File: src/design/nas_pkg.sv
// constants, register map and carrier types for the annunciator and switch logic
package nas_pkg;
  // -------------------------------------------------------------------------
  // clock and timing
  // -------------------------------------------------------------------------
  localparam longint unsigned CLK_HZ = 64'h0ee6_b280;
  localparam longint unsigned ARRIVAL_FLASH_S = 64'h0a;
  localparam longint unsigned ARRIVAL_FLASH_CYC = ARRIVAL_FLASH_S * CLK_HZ;
  localparam longint unsigned DEBOUNCE_MS = 64'h0a;
  localparam longint unsigned DEBOUNCE_CYC = (DEBOUNCE_MS * CLK_HZ) / 64'h3e8;
  localparam longint unsigned FLASH_HALF_MS = 64'h1f4;
  localparam longint unsigned FLASH_HALF_CYC = (FLASH_HALF_MS * CLK_HZ) / 64'h3e8;

  // -------------------------------------------------------------------------
  // register map
  // -------------------------------------------------------------------------
  localparam logic [7:0] OFF_NAV_STATE = 8'h00;
  localparam logic [7:0] OFF_FLASH_HALF = 8'h04;
  localparam logic [7:0] OFF_KEY = 8'h08;
  localparam logic [7:0] OFF_STATUS = 8'h0c;
  localparam int KEY_SRC_BIT = 0;
  localparam int KEY_HOLD_BIT = 1;
  localparam int STAT_GPS_BIT = 0;
  localparam int STAT_HOLD_BIT = 1;
  localparam int STAT_SIM_BIT = 2;
  localparam int STAT_LAMP_LSB = 8;
  localparam logic [16:0] NAV_STATE_RST = 17'h0_0000;
  localparam logic [31:0] FLASH_HALF_RST = FLASH_HALF_CYC[31:0];
  localparam logic SRC_GPS_RST = 1'b1;

  // navigation state written by software, bit 0 is new_msg
  typedef struct packed {
    logic leg_suspend;
    logic ils_tuned;
    logic gps_appr_active;
    logic integ_unavail;
    logic pos_error;
    logic appr_active;
    logic scale_le_1nm;
    logic within_30nm;
    logic approach_nav;
    logic single_indicator;
    logic near_arrival;
    logic in_alarm_radius;
    logic alarm_set;
    logic in_turn;
    logic near_turn;
    logic msgs_active;
    logic new_msg;
  } nas_nav_state_s;

  typedef struct packed {
    logic precision_gain_output;
    logic position_trust_lamp;
    logic final_segment_lamp;
    logic near_airport_lamp;
    logic course_hold_lamp;
    logic leg_sequencing_lamp;
    logic satellite_nav_lamp;
    logic radio_nav_lamp;
    logic turn_point_lamp;
    logic status_note_lamp;
  } nas_lamps_s;
endpackage

File: src/design/nas_annunciator.sv
// navigation annunciator lamps, panel toggles and simulation strap
//
// Functional notes
// - new unacknowledged message flashes status lamp
// - effective messages with none new: steady
// - within 10 s of turn point: flash
// - turn lamp steady through the turn
// - arrival alarm radius entry flashes 10 s
// - no alarm: flash near arrival waypoint
// - source toggle low pulse flips nav source
// - radio lamp: single indicator showing radio
// - satellite lamp: single indicator showing satellite
// - course-hold low pulse flips hold mode
// - leg lamp when no hold/suspend shown
// - hold lamp when hold or suspend shown
// - approach, within 30 nm, scale small
// - approach active lights final segment lamp
// - position error or no integrity: lamp
// - precision gain for gps or ils approach
// - low strap at power-up selects simulation
`timescale 1ns/1ps
module nas_annunciator #(
  parameter logic [31:0] ARRIVAL_CYC = nas_pkg::ARRIVAL_FLASH_CYC[31:0],
  parameter logic [31:0] DEBOUNCE_CYC = nas_pkg::DEBOUNCE_CYC[31:0]
) (
  input wire logic clk,
  input wire logic srst,
  input wire logic [7:0] addr,
  input wire logic [31:0] wdata,
  input wire logic wr_en,
  input wire logic rd_en,
  output logic [31:0] rdata,
  input wire logic nav_source_toggle_input_n,
  input wire logic course_hold_toggle_input_n,
  input wire logic sim_select_n,
  output logic status_note_lamp,
  output logic turn_point_lamp,
  output logic radio_nav_lamp,
  output logic satellite_nav_lamp,
  output logic leg_sequencing_lamp,
  output logic course_hold_lamp,
  output logic near_airport_lamp,
  output logic final_segment_lamp,
  output logic position_trust_lamp,
  output logic precision_gain_output
);
  // -------------------------------------------------------------------------
  // state
  // -------------------------------------------------------------------------
  nas_pkg::nas_nav_state_s state_reg;
  nas_pkg::nas_lamps_s lamps_next;
  nas_pkg::nas_lamps_s lamps_reg;
  logic [31:0] flash_half_reg;
  logic src_gps_reg;
  logic course_hold_mode_reg;
  logic sim_mode_reg;
  logic strap_taken_reg;
  logic radius_prev_reg;
  logic [31:0] arrival_cnt_reg;
  logic flash_on;
  logic src_fall;
  logic hold_fall;
  logic src_key;
  logic hold_key;
  logic alarm_entry;
  logic hold_shown;

  // -------------------------------------------------------------------------
  // discrete inputs
  // -------------------------------------------------------------------------
  nas_debounce #(.STABLE_CYC(DEBOUNCE_CYC)) u_src_db (
    .clk(clk),
    .srst(srst),
    .pin_n(nav_source_toggle_input_n),
    .fall_pulse(src_fall)
  );

  nas_debounce #(.STABLE_CYC(DEBOUNCE_CYC)) u_hold_db (
    .clk(clk),
    .srst(srst),
    .pin_n(course_hold_toggle_input_n),
    .fall_pulse(hold_fall)
  );

  nas_flash u_flash (
    .clk(clk),
    .srst(srst),
    .half_period(flash_half_reg),
    .flash_on(flash_on)
  );

  // -------------------------------------------------------------------------
  // register writes
  // -------------------------------------------------------------------------
  // write strobe aimed at one register offset
  function automatic logic wr_hit(input logic we, input logic [7:0] a, input logic [7:0] off);
    return we && (a == off);
  endfunction

  assign src_key = wr_hit(wr_en, addr, nas_pkg::OFF_KEY) && wdata[nas_pkg::KEY_SRC_BIT];
  assign hold_key = wr_hit(wr_en, addr, nas_pkg::OFF_KEY) && wdata[nas_pkg::KEY_HOLD_BIT];

  always_ff @(posedge clk) begin
    if (srst) begin
      state_reg <= nas_pkg::NAV_STATE_RST;
    end else if (wr_hit(wr_en, addr, nas_pkg::OFF_NAV_STATE)) begin
      state_reg <= wdata[16:0];
    end
  end

  always_ff @(posedge clk) begin
    if (srst) begin
      flash_half_reg <= nas_pkg::FLASH_HALF_RST;
    end else if (wr_hit(wr_en, addr, nas_pkg::OFF_FLASH_HALF)) begin
      flash_half_reg <= wdata;
    end
  end

  // -------------------------------------------------------------------------
  // panel key equivalents
  // -------------------------------------------------------------------------
  // pin and software key in one cycle count as a single press
  always_ff @(posedge clk) begin
    if (srst) begin
      src_gps_reg <= nas_pkg::SRC_GPS_RST;
    end else if (src_fall || src_key) begin
      src_gps_reg <= !src_gps_reg;
    end
  end

  always_ff @(posedge clk) begin
    if (srst) begin
      course_hold_mode_reg <= 1'b0;
    end else if (hold_fall || hold_key) begin
      course_hold_mode_reg <= !course_hold_mode_reg;
    end
  end

  // -------------------------------------------------------------------------
  // simulation strap
  // -------------------------------------------------------------------------
  // caught once, in the first cycle after reset release; later changes ignored
  always_ff @(posedge clk) begin
    if (srst) begin
      strap_taken_reg <= 1'b0;
      sim_mode_reg <= 1'b0;
    end else if (!strap_taken_reg) begin
      strap_taken_reg <= 1'b1;
      sim_mode_reg <= !sim_select_n;
    end
  end

  // -------------------------------------------------------------------------
  // arrival alarm window
  // -------------------------------------------------------------------------
  assign alarm_entry = state_reg.alarm_set && state_reg.in_alarm_radius && !radius_prev_reg;

  always_ff @(posedge clk) begin
    if (srst) begin
      radius_prev_reg <= 1'b0;
    end else begin
      radius_prev_reg <= state_reg.in_alarm_radius;
    end
  end

  // fresh entry restarts the window even if the last one is still running
  always_ff @(posedge clk) begin
    if (srst) begin
      arrival_cnt_reg <= 32'h0;
    end else if (alarm_entry) begin
      arrival_cnt_reg <= ARRIVAL_CYC;
    end else if (arrival_cnt_reg != 32'h0) begin
      arrival_cnt_reg <= arrival_cnt_reg - 32'h1;
    end
  end

  // -------------------------------------------------------------------------
  // lamp decode
  // -------------------------------------------------------------------------
  assign hold_shown = course_hold_mode_reg || state_reg.leg_suspend;

  always_comb begin
    lamps_next = '0;
    if (state_reg.new_msg) begin
      lamps_next.status_note_lamp = flash_on;
    end else begin
      lamps_next.status_note_lamp = state_reg.msgs_active;
    end
    if (state_reg.in_turn) begin
      lamps_next.turn_point_lamp = 1'b1;
    end else if (state_reg.near_turn || arrival_cnt_reg != 32'h0 ||
                 (!state_reg.alarm_set && state_reg.near_arrival)) begin
      lamps_next.turn_point_lamp = flash_on;
    end
    lamps_next.radio_nav_lamp = state_reg.single_indicator && !src_gps_reg;
    lamps_next.satellite_nav_lamp = state_reg.single_indicator && src_gps_reg;
    lamps_next.leg_sequencing_lamp = !hold_shown;
    lamps_next.course_hold_lamp = hold_shown;
    lamps_next.near_airport_lamp = state_reg.approach_nav && state_reg.within_30nm &&
                                   state_reg.scale_le_1nm;
    lamps_next.final_segment_lamp = state_reg.approach_nav && state_reg.appr_active;
    lamps_next.position_trust_lamp = state_reg.pos_error || state_reg.integ_unavail;
    lamps_next.precision_gain_output = (src_gps_reg && state_reg.gps_appr_active) ||
                                       (!src_gps_reg && state_reg.ils_tuned);
  end

  always_ff @(posedge clk) begin
    if (srst) begin
      lamps_reg <= '0;
    end else begin
      lamps_reg <= lamps_next;
    end
  end

  assign status_note_lamp = lamps_reg.status_note_lamp;
  assign turn_point_lamp = lamps_reg.turn_point_lamp;
  assign radio_nav_lamp = lamps_reg.radio_nav_lamp;
  assign satellite_nav_lamp = lamps_reg.satellite_nav_lamp;
  assign leg_sequencing_lamp = lamps_reg.leg_sequencing_lamp;
  assign course_hold_lamp = lamps_reg.course_hold_lamp;
  assign near_airport_lamp = lamps_reg.near_airport_lamp;
  assign final_segment_lamp = lamps_reg.final_segment_lamp;
  assign position_trust_lamp = lamps_reg.position_trust_lamp;
  assign precision_gain_output = lamps_reg.precision_gain_output;

  // -------------------------------------------------------------------------
  // register reads
  // -------------------------------------------------------------------------
  // key register is write-only; unmapped addresses read zero
  always_ff @(posedge clk) begin
    if (srst) begin
      rdata <= 32'h0;
    end else if (rd_en) begin
      unique case (addr)
        nas_pkg::OFF_NAV_STATE: rdata <= {15'h0, state_reg};
        nas_pkg::OFF_FLASH_HALF: rdata <= flash_half_reg;
        nas_pkg::OFF_STATUS: rdata <= {14'h0, lamps_reg, 5'h0, sim_mode_reg, course_hold_mode_reg, src_gps_reg};
        default: rdata <= 32'h0;
      endcase
    end else begin
      rdata <= 32'h0;
    end
  end
endmodule // nas_annunciator

File: src/design/nas_debounce.sv
// synchroniser, debouncer and falling-edge detector for one grounded discrete
`timescale 1ns/1ps
module nas_debounce #(
  parameter logic [31:0] STABLE_CYC = nas_pkg::DEBOUNCE_CYC[31:0]
) (
  input wire logic clk,
  input wire logic srst,
  input wire logic pin_n,
  output logic fall_pulse
);
  logic sync1_reg;
  logic sync2_reg;
  logic level_reg;
  logic [31:0] stable_cnt_reg;

  // inactive level is high: an open switch must not toggle at reset
  always_ff @(posedge clk) begin
    if (srst) begin
      sync1_reg <= 1'b1;
      sync2_reg <= 1'b1;
    end else begin
      sync1_reg <= pin_n;
      sync2_reg <= sync1_reg;
    end
  end

  // level accepted only after it stays put for the whole window
  always_ff @(posedge clk) begin
    if (srst) begin
      stable_cnt_reg <= 32'h0;
      level_reg <= 1'b1;
    end else if (sync2_reg == level_reg) begin
      stable_cnt_reg <= 32'h0;
    end else if (stable_cnt_reg >= STABLE_CYC - 32'h1) begin
      stable_cnt_reg <= 32'h0;
      level_reg <= sync2_reg;
    end else begin
      stable_cnt_reg <= stable_cnt_reg + 32'h1;
    end
  end

  // one pulse per accepted high-to-low change, bounce cannot add more
  always_ff @(posedge clk) begin
    if (srst) begin
      fall_pulse <= 1'b0;
    end else begin
      fall_pulse <= level_reg && !sync2_reg && (stable_cnt_reg >= STABLE_CYC - 32'h1);
    end
  end
endmodule // nas_debounce

File: src/design/nas_flash.sv
// common on/off flash timing for every flashing lamp
`timescale 1ns/1ps
module nas_flash (
  input wire logic clk,
  input wire logic srst,
  input wire logic [31:0] half_period,
  output logic flash_on
);
  logic [31:0] cnt_reg;
  logic [31:0] limit;

  // a zero period would stall the phase, so it acts as one cycle
  assign limit = (half_period == 32'h0) ? 32'h0 : half_period - 32'h1;

  always_ff @(posedge clk) begin
    if (srst) begin
      cnt_reg <= 32'h0;
      flash_on <= 1'b1;
    end else if (cnt_reg >= limit) begin
      cnt_reg <= 32'h0;
      flash_on <= !flash_on;
    end else begin
      cnt_reg <= cnt_reg + 32'h1;
    end
  end
endmodule // nas_flash

File: config.mk
export PLATFORM = sky130hd
export DESIGN_NAME = nas_annunciator
export DESIGN_NICKNAME = d
export VERILOG_FILES = /design/src/design/nas_pkg.sv /design/src/design/nas_annunciator.sv /design/src/design/nas_debounce.sv /design/src/design/nas_flash.sv
export SDC_FILE = /design/constraint.sdc
export NUM_CORES = 1
export LEC_CHECK = 0
export BUFFER_PORTS_ARGS = -buffer_cell sky130_fd_sc_hd__clkbuf_2
export CORE_UTILIZATION = 50
export DETAILED_ROUTE_END_ITERATION = 7
export GPL_TIMING_DRIVEN = 0
export PLACE_DENSITY = 0.78
export SETUP_SLACK_MARGIN = 0.5
export SYNTH_ARGS = -nofsm -noshare
export SYNTH_HDL_FRONTEND = slang
export SYNTH_SLANG_ARGS = --single-unit
File: constraint.sdc
create_clock -name clk -period 9.2 [get_ports clk]
set_clock_uncertainty 0.2 [all_clocks]
set_input_delay 1.38 -clock clk [delete_from_list [all_inputs] [get_ports clk]]
set_output_delay 1.38 -clock clk [all_outputs]
set_load 0.05 [all_outputs]
== After elaboration in Yosys (flattened, before gate mapping) ==
Cells that the tools add are included.

* Add/subtract/negate cells: 5
* Magnitude comparators: 3
* Equality and inequality tests: 5
* Multiplexer cells: 8
* Bitwise gates (word level): 3
* Reduce and logical (&&, ||, !) cells: 46

{| class="wikitable"
|+ Operators with widths
! cell !! number
|-
| adder 32 x 1 -> 32 bit (second input constant) || 3
|-
| two-way mux 32 bit || 3
|-
| case mux 32 bit (3 select lines) || 1
|-
| greater-or-equal comparator 32 x 22 -> 1 bit (second input constant) || 2
|-
| subtractor 32 x 1 -> 32 bit (second input constant) || 2
|-
| greater-or-equal comparator 32 bit || 1
|-
| zero test 32 bit || 1
|-
| nonzero test 32 bit || 1
|-
| logical AND 1 bit || 19
|-
| == test 8 x 4 -> 1 bit (second input constant) || 2
|-
| zero test 1 bit || 9
|-
| == test 8 x 3 -> 1 bit (second input constant) || 1
|-
| zero test 8 bit || 1
|-
| logical OR 1 bit || 7
|-
| OR reduction 2 bit || 3
|-
| OR reduction 3 bit || 2
|-
| two-way mux 1 bit || 4
|-
| AND reduction 2 bit || 2
|-
| NOT 1 bit || 3
|-
| == test 1 bit || 2
|-
| nonzero test 2 bit || 1
|}

* Flip-flop bits (word level): 233
* Output and inout bits: 42

== Logic depth before layout (Yosys ltp) ==
Gate-level depths: netlist of the first run.

* Word-level depth: 5
* Depth in mapped cells: 17
* Gate-level depth less buffers: 14

== Hierarchy ==
Synthesis of the first run repeated with hierarchy kept, for this count alone.

* Cells, all modules: 1,229
* Area total of the unflattened synthesis: 10,558.9 µm²

{| class="wikitable"
|+ By module, submodules not included
! module !! times used !! cells each !! area each (µm²) !! seq. area each (µm²)
|-
| nas_annunciator || 1 || 574 || 4,906.0 || 2,562.5
|-
| nas_flash || 1 || 367 || 2,865.2 || 660.6
|-
| nas_debounce || 2 || 144 || 1,393.8 || 720.7
|}

== Worst setup path after synthesis of the first run ==
Ideal clock, no wire load.

* Path kind: reg2reg
* Start point: reg flash_half_reg[9]
* End point: reg u_flash.cnt_reg[10]
* Setup time: 0.065 ns
* Data arrival time: 4.245 ns
* Required time: 8.935 ns
* Path slack: 4.690 ns
* Cell stages (with the launch flop): 18
* Period minus slack after synthesis: 4.510 ns
* Cell sequence: dfxtp_1 or4_4 or4_1 clkbuf_2 or4_1 buf_2 or3_1 buf_2 buf_6 nand2_1 ha_1 a21o_1 nand3_1 a21oi_1 or4_1 a211o_1 clkbuf_1 nor2_1

* Cells in the longest elaborated chain, start to end: 4
* Elaborated cells on any way between the ends: 5
* Those cells by class: add/sub: 1; order compare: 1; mux: 1; reduce/logical: 2

{| class="wikitable"
|+ Ends and longest elaborated chain
! item !! line !! RTL
|-
| from (decl) || nas_annunciator.sv:53 || <nowiki>logic [31:0] flash_half_reg;</nowiki>
|-
| from (signal assigned) || nas_annunciator.sv:113 || <nowiki>flash_half_reg <= nas_pkg::FLASH_HALF_RST;</nowiki>
|-
| from (signal assigned) || nas_annunciator.sv:115 || <nowiki>flash_half_reg <= wdata;</nowiki>
|-
| subtractor 32 x 1 -> 32 bit / zero test 32 bit (equally long branches) || nas_flash.sv:13 || <nowiki>assign limit = (half_period == 32'h0) ? 32'h0 : half_period - 32'h1;</nowiki>
|-
| two-way mux 32 bit (*) || nas_flash.sv:13 ||
|-
| greater-or-equal comparator 32 bit (*) || nas_flash.sv:19 || <nowiki>end else if (cnt_reg >= limit) begin</nowiki>
|-
| OR reduction 2 bit (no source line) (*) || -- ||
|-
| to (signal assigned) || nas_flash.sv:23 || <nowiki>cnt_reg <= cnt_reg + 32'h1;</nowiki>
|-
| to (decl) || nas_flash.sv:9 || <nowiki>logic [31:0] cnt_reg;</nowiki>
|}

Every way passes the cells marked *; elsewhere a longest branch is shown, timed or not.
A chain may end at the register's enable or synchronous reset.

== Worst setup path in the final report of the first run ==
* Start point: reg flash_half_reg[9]
* End point: reg u_flash.cnt_reg[13]

Same word-level chain as after synthesis.

==> flow_summary.json, run 1 <==
{
  "outcome": "finished clean",
  "clock-sinks": 233,
  "vias_per_cell": 5.319,
  "rsz0062_at_grt": "no",
  "ctsResizeCount": 0,
  "post-route-drc-count": 0,
  "overflow": 0,
  "fmax_ghz": 0.1903,
  "cts_tree": "done",
  "power_per_cell_area_nw_per_um2": 232.4,
  "globalRouteTotalUtil": 0.2285,
  "cts-root-buf": "clkbuf_16",
  "clk_pin_slew_ns": 0.06,
  "worstPathRequired_ns": 9.40,
  "post_cts_buffers": 0,
  "critical_path.max_fanout": 10,
  "leakagePower_nw": 4.868,
  "num_vias": 8606,
  "worst_setup_path_end_kind": "flip-flop",
  "fin_nets": 1416,
  "cp_slowest_cell": "or4_4",
  "synth_edf_count": 0,
  "dp_hpwl_um": 17880,
  "chipHeight_um": 145.5,
  "gp_congestion": 0.9175,
  "syn_inst": 1196,
  "die_width_um": 145.5,
  "cp_cell_sequence": "or4_4 > or4_1 > clkbuf_2 > or4_1 > buf_2 > or3_1 > buf_2 > buf_6 > nand2_1 > ha_1 > nand4_1 > or3_1 > a221oi_1 > or4_1 > a211o_1 > clkbuf_1 > nor2_1",
  "arrival_ns": 5.45,
  "syn_area_um2": 10300,
  "maxCapViolations": 0,
  "start_util": 0.5090,
  "synth-seq-area-share": 0.4529,
  "max_stage_delay_ns": 0.59,
  "antennaDiodeCount": 0,
  "ys_ff_latch": 233,
  "htreeDepth": 1,
  "antenna_found_initial": 2,
  "setup_tns_ns": 0,
  "synth_top_cell_area_share": 0.4529,
  "maxSlewViolCount": 0,
  "drt_iter0_drc": 465,
  "cts_buffers": 25,
  "ir_worst_vdd_uv": 152.3,
  "setup_viol": 0,
  "startpoint_type": "flip-flop",
  "first_pass_iters": 5,
  "route.antenna.remaining_nets": 0,
  "grt_pass1_vias": 8305,
  "tightestPinTransition_ns": 1.029,
  "synth_largest_area_cell": "dfxtp_1",
  "period_minus_slack_ns": 5.255,
  "ys_warn_count": 0,
  "hp-class": "flip-flop to flip-flop",
  "routed_wl_um": 24340,
  "cp_common_cell": "or4_1",
  "core_area_um2": 20230,
  "async_reset_ff_frac": 0,
  "synth_top_cells_by_count": "dfxtp_1, nor2_1, nand2_1",
  "syn_avg_cell_area_um2": 8.611,
  "grt_pass1_wl_um": 39740,
  "synthToLayoutAreaGrowth_pct": 16.87,
  "dieArea_um2": 21170,
  "grt_max_degree": 15,
  "num_rows": 52,
  "synth-main-ff-cell": "dfxtp_1",
  "cts_hold_buf": 0,
  "worstSetupPathType": "flip-flop to flip-flop",
  "cts_max_path_buffers": 3,
  "fillers": 1717,
  "wire_per_inst_um": 15.04,
  "worstSkewPairLatency_ns": 0.53,
  "netlist-cell-type-count": 49,
  "max_slew_margin": 0.3086,
  "port_buffers": 87,
  "synthMostInstantiatedCell": "dfxtp_1",
  "hold_viol": 0,
  "power_w": 0.002797,
  "synth_area_leaders": "dfxtp_1, nor2_1, xor2_1",
  "rrSetupSlack_ns": 3.95,
  "finalCritPeriodShare": 0.5712,
  "io-pin-count": 89,
  "drive_gt1_frac": 0.1135
}
through the flow:
step                hold WS [ns]  instances  cell area (µm²)    util  setup WS, ns
finish                    0.2076       1618            12040  0.5949         3.945
global route              0.2191       1618            12040  0.5949         3.620
CTS                       0.2089       1618            12040  0.5949         3.951
detailed placement        0.1937       1572            11140  0.5507         3.971
global placement          0.1910       1572            11140  0.5507         4.046
floorplan                 0.1895       1215            10370       -         4.690
area by class of cell:
cell class | instances | area, µm² | area share
Inverter | 28 | 105.1 | 0.008732
Multi-Input combinational cell | 903 | 5389 | 0.4477
Timing Repair Buffer | 87 | 435.4 | 0.03617
Clock buffer | 32 | 681.9 | 0.05665
Buffer | 51 | 211.5 | 0.01757
Tap cell | 270 | 337.8 | 0.02807
Clock inverter | 14 | 211.5 | 0.01757
Sequential cell | 233 | 4664 | 0.3875
worst paths after layout:
check,start,end,depth (start not counted)
worst max-delay path,flash_half_reg[9]$_SDFFE_PP0P_,u_flash.cnt_reg[13]$_SDFF_PP0_,17
worst min-delay path,u_hold_db.sync1_reg$_SDFF_PP1_,u_hold_db.sync2_reg$_SDFF_PP1_,1
worst max register to register,flash_half_reg[9]$_SDFFE_PP0P_,u_flash.cnt_reg[13]$_SDFF_PP0_,17
worst min register to register,u_hold_db.sync1_reg$_SDFF_PP1_,u_hold_db.sync2_reg$_SDFF_PP1_,1
cells in the final DEF (no fill, tap or decap), types with 5 or more instances in the layout:
cell	synthesis	layout
nor4_1	24	24
xor2_1	70	70
nor3_1	34	34
or3_1	11	11
a21o_1	5	5
xnor2_1	51	51
clkbuf_1	41	45
ha_1	40	40
clkbuf_16	0	25
or2_2	13	13
nand2_1	137	137
conb_1	1	20
bufinv_16	0	5
or4_1	18	18
a21oi_1	62	62
o21ai_0	10	10
nor2b_1	7	7
and4_1	7	7
inv_1	28	28
and3_1	17	17
dfxtp_1	233	233
mux2i_1	40	40
nand3_1	52	52
nand4_1	25	25
nor2_1	203	203
and2_1	18	18
clkbuf_2	1	88
metal layers:
| metal | global-route usage | share of wire |
|---|---|---|
| met3 | 0.03323 | 0.050 |
| met2 | 0.4154 | 0.50 |
| met5 | 0 | 0.00053 |
| met4 | 0.09474 | 0.037 |
| met1 | 0.2683 | 0.42 |
cells by family after synthesis:
kind of cell	Yosys count	share of synthesized area
mux	41	0.03997
buf+inv	79	0.03074
xor+xnor	121	0.1029
flops	233	0.4529
other cells	1	0.0003641
compound gates	99	0.05650
fa+ha+maj	40	0.04860
simple gates	582	0.2680
critical path, delay by kind of cell, from the launching register on:
kind            cells  cell delay (ns)
fa+ha+maj           1             0.16
simple gates        9             2.74
flops               1             0.39
buf+inv             5             1.12
compound gates      2             0.48
where the power goes:
group	internal, W	switching, W	leakage, nW
logic	0.000227	0.000353	2.54
clock network	0.000667	0.000411	0.434
registers	0.00108	0.0000600	1.89
(Power assumes the default switching activity.)
==> inputs of run 2 (changes only) <==
==> constraint.sdc (replaced) <==
create_clock -name clk -period 5.4 [get_ports clk]
set_clock_uncertainty 0.2 [all_clocks]
set_input_delay 0.81 -clock clk [delete_from_list [all_inputs] [get_ports clk]]
set_output_delay 0.81 -clock clk [all_outputs]
set_load 0.05 [all_outputs]
==> run 2 against run 1 <==
Compared with the run above:
- non-clock buffer count increased by 17
- via count increased by 0.86%
- combinational power rose by 72%
- highest routed layer unchanged
- wire length grew 3.2%
==> flow_summary.json, run 2 (same netlist as run 1, synthesis figures left out) <==
{
  "vias_per_cell": 5.309,
  "route.top_layer_used": "met5",
  "drt-met1-wl_um": 10320,
  "maxSlewViolCount": 0,
  "fmax_ghz": 0.2066,
  "routed_wl_um": 25120,
  "finalCritPeriodShare": 0.8965,
  "htreeDepth": 1,
  "route.met2.wl_um": 12650,
  "met3WireLength_um": 1169,
  "leakagePower_nw": 5.008,
  "first_pass_iters": 5,
  "worst_setup_path_end_kind": "flip-flop",
  "hold_viol": 0,
  "max_slew_margin": 0.3156,
  "clock-sinks": 233,
  "antennaDiodeCount": 0,
  "worstSetupPathType": "flip-flop to flip-flop",
  "ir_worst_vdd_uv": 259.4,
  "cts_max_path_buffers": 3,
  "rsz0062_at_grt": "yes",
  "grt_pass1_wl_um": 39830,
  "tightestPinTransition_ns": 1.019,
  "final_area_um2": 12520,
  "clk_pin_slew_ns": 0.06,
  "worstPathRequired_ns": 5.67,
  "gp_congestion": 0.9175,
  "hp-class": "flip-flop to flip-flop",
  "arrival_ns": 5.11,
  "overflow": 0,
  "fin_nets": 1433,
  "startpoint_type": "flip-flop",
  "worstSkewPairLatency_ns": 0.53,
  "grt_max_degree": 15,
  "dieArea_um2": 21170,
  "setup_tns_ns": 0,
  "final_cell_mix": "dfxtp_1, nor2_1, nand2_1, clkbuf_2, xor2_1",
  "synthToLayoutAreaGrowth_pct": 21.54,
  "power_per_cell_area_nw_per_um2": 381.5,
  "core_area_um2": 20230,
  "dp_hpwl_um": 17880,
  "num_rows": 52,
  "antenna_found_initial": 2,
  "grt_pass1_vias": 8318,
  "wire_per_inst_um": 15.36,
  "cts_tree": "done",
  "place_area_um2": 11140,
  "critical_path.max_fanout": 7,
  "io-pin-count": 89,
  "cts_hold_buf": 0,
  "setup_viol": 0,
  "chipHeight_um": 145.5,
  "layout_commonest_cell": "dfxtp_1",
  "route.antenna.remaining_nets": 0,
  "period_minus_slack_ns": 4.841,
  "globalRouteTotalUtil": 0.2293,
  "num_vias": 8680,
  "cts_buffers": 25,
  "die_width_um": 145.5,
  "port_buffers": 87,
  "cts-root-buf": "clkbuf_16",
  "drive_gt1_frac": 0.1560,
  "start_util": 0.5090,
  "fillers": 1647,
  "post-route-drc-count": 0,
  "outcome": "finished clean",
  "maxCapViolations": 0,
  "drt_iter0_drc": 527
}
==> run 2: cell types whose count changed in the layout (fill, tap and decap cells not counted), sizes merged <==
cell and change:
buf +18, clkbuf -1
==> run 2: layer usage <==
layer	vias to the layer above	global-route usage
li1	4348	-
met4	2	0.09316
met2	206	0.4192
met1	4060	0.2679
met5	-	0
met3	64	0.03354
==> run 2: worst max-delay path: stages (launching register included) <==
cell and delay [ns]:
dfxtp_4 0.35, or4_4 0.55, or4_4 0.51, buf_8 0.15
or4_4 0.41, buf_6 0.14, or3_4 0.33, buf_8 0.15
buf_8 0.14, nand2_2 0.07, ha_4 0.20, nand4_1 0.12
buf_4 0.15, a21oi_2 0.04, or4_4 0.55, a211o_4 0.41
clkbuf_16 0.19, nor2_2 0.10
==> run 2: final cells by class <==
type | count | area [µm²] | area share
clock buffers | 32 | 681.9 | 0.05448
clock inverters | 14 | 211.5 | 0.01689
plain buffers | 51 | 299.0 | 0.02389
repair buffers | 104 | 588.1 | 0.04698
flip-flops and latches | 233 | 4673 | 0.3734
well taps | 270 | 337.8 | 0.02699
multi-input cells | 903 | 5620 | 0.4490
inverters | 28 | 105.1 | 0.008397
==> run 2: stage by stage <==
step	setup WS, ns	instances	utilization	total power [W]	hold WS (ns)
finish	0.5590	1635	0.6186	0.004776	0.2076
global route	0.4646	1635	0.6186	0.005000	0.2191
CTS	0.5034	1620	0.6001	0.004784	0.2089
detailed placement	0.1712	1572	0.5507	0.002942	0.1937
global placement	0.2464	1572	0.5507	0.002923	0.1910
floorplan	0.8897	1215	-	0.002727	0.1895
==> run 2: final timing paths <==
path / startpoint / to / slack, ns / cells after the start
setup / recovery: flash_half_reg[9]$_SDFFE_PP0P_ / u_flash.cnt_reg[12]$_SDFF_PP0_ / 0.56 / 17
hold / removal: u_hold_db.sync1_reg$_SDFF_PP1_ / u_hold_db.sync2_reg$_SDFF_PP1_ / 0.21 / 1
setup reg to reg: flash_half_reg[9]$_SDFFE_PP0P_ / u_flash.cnt_reg[12]$_SDFF_PP0_ / 0.56 / 17
hold reg to reg: u_hold_db.sync1_reg$_SDFF_PP1_ / u_hold_db.sync2_reg$_SDFF_PP1_ / 0.21 / 1
==> run 2: power by group <==
part | switching (W) | internal (W) | total [W]
registers | 0.000102 | 0.00184 | 0.00194
logic | 0.000605 | 0.000392 | 0.000997
clock network | 0.000702 | 0.00114 | 0.00184
==> run 2: repair_timing <==
action,CTS,global route
pin swaps,6,11
resized for setup,22,47
cloned,0,3
endpoints found under the setup margin,31,33
setup buffers,2,12
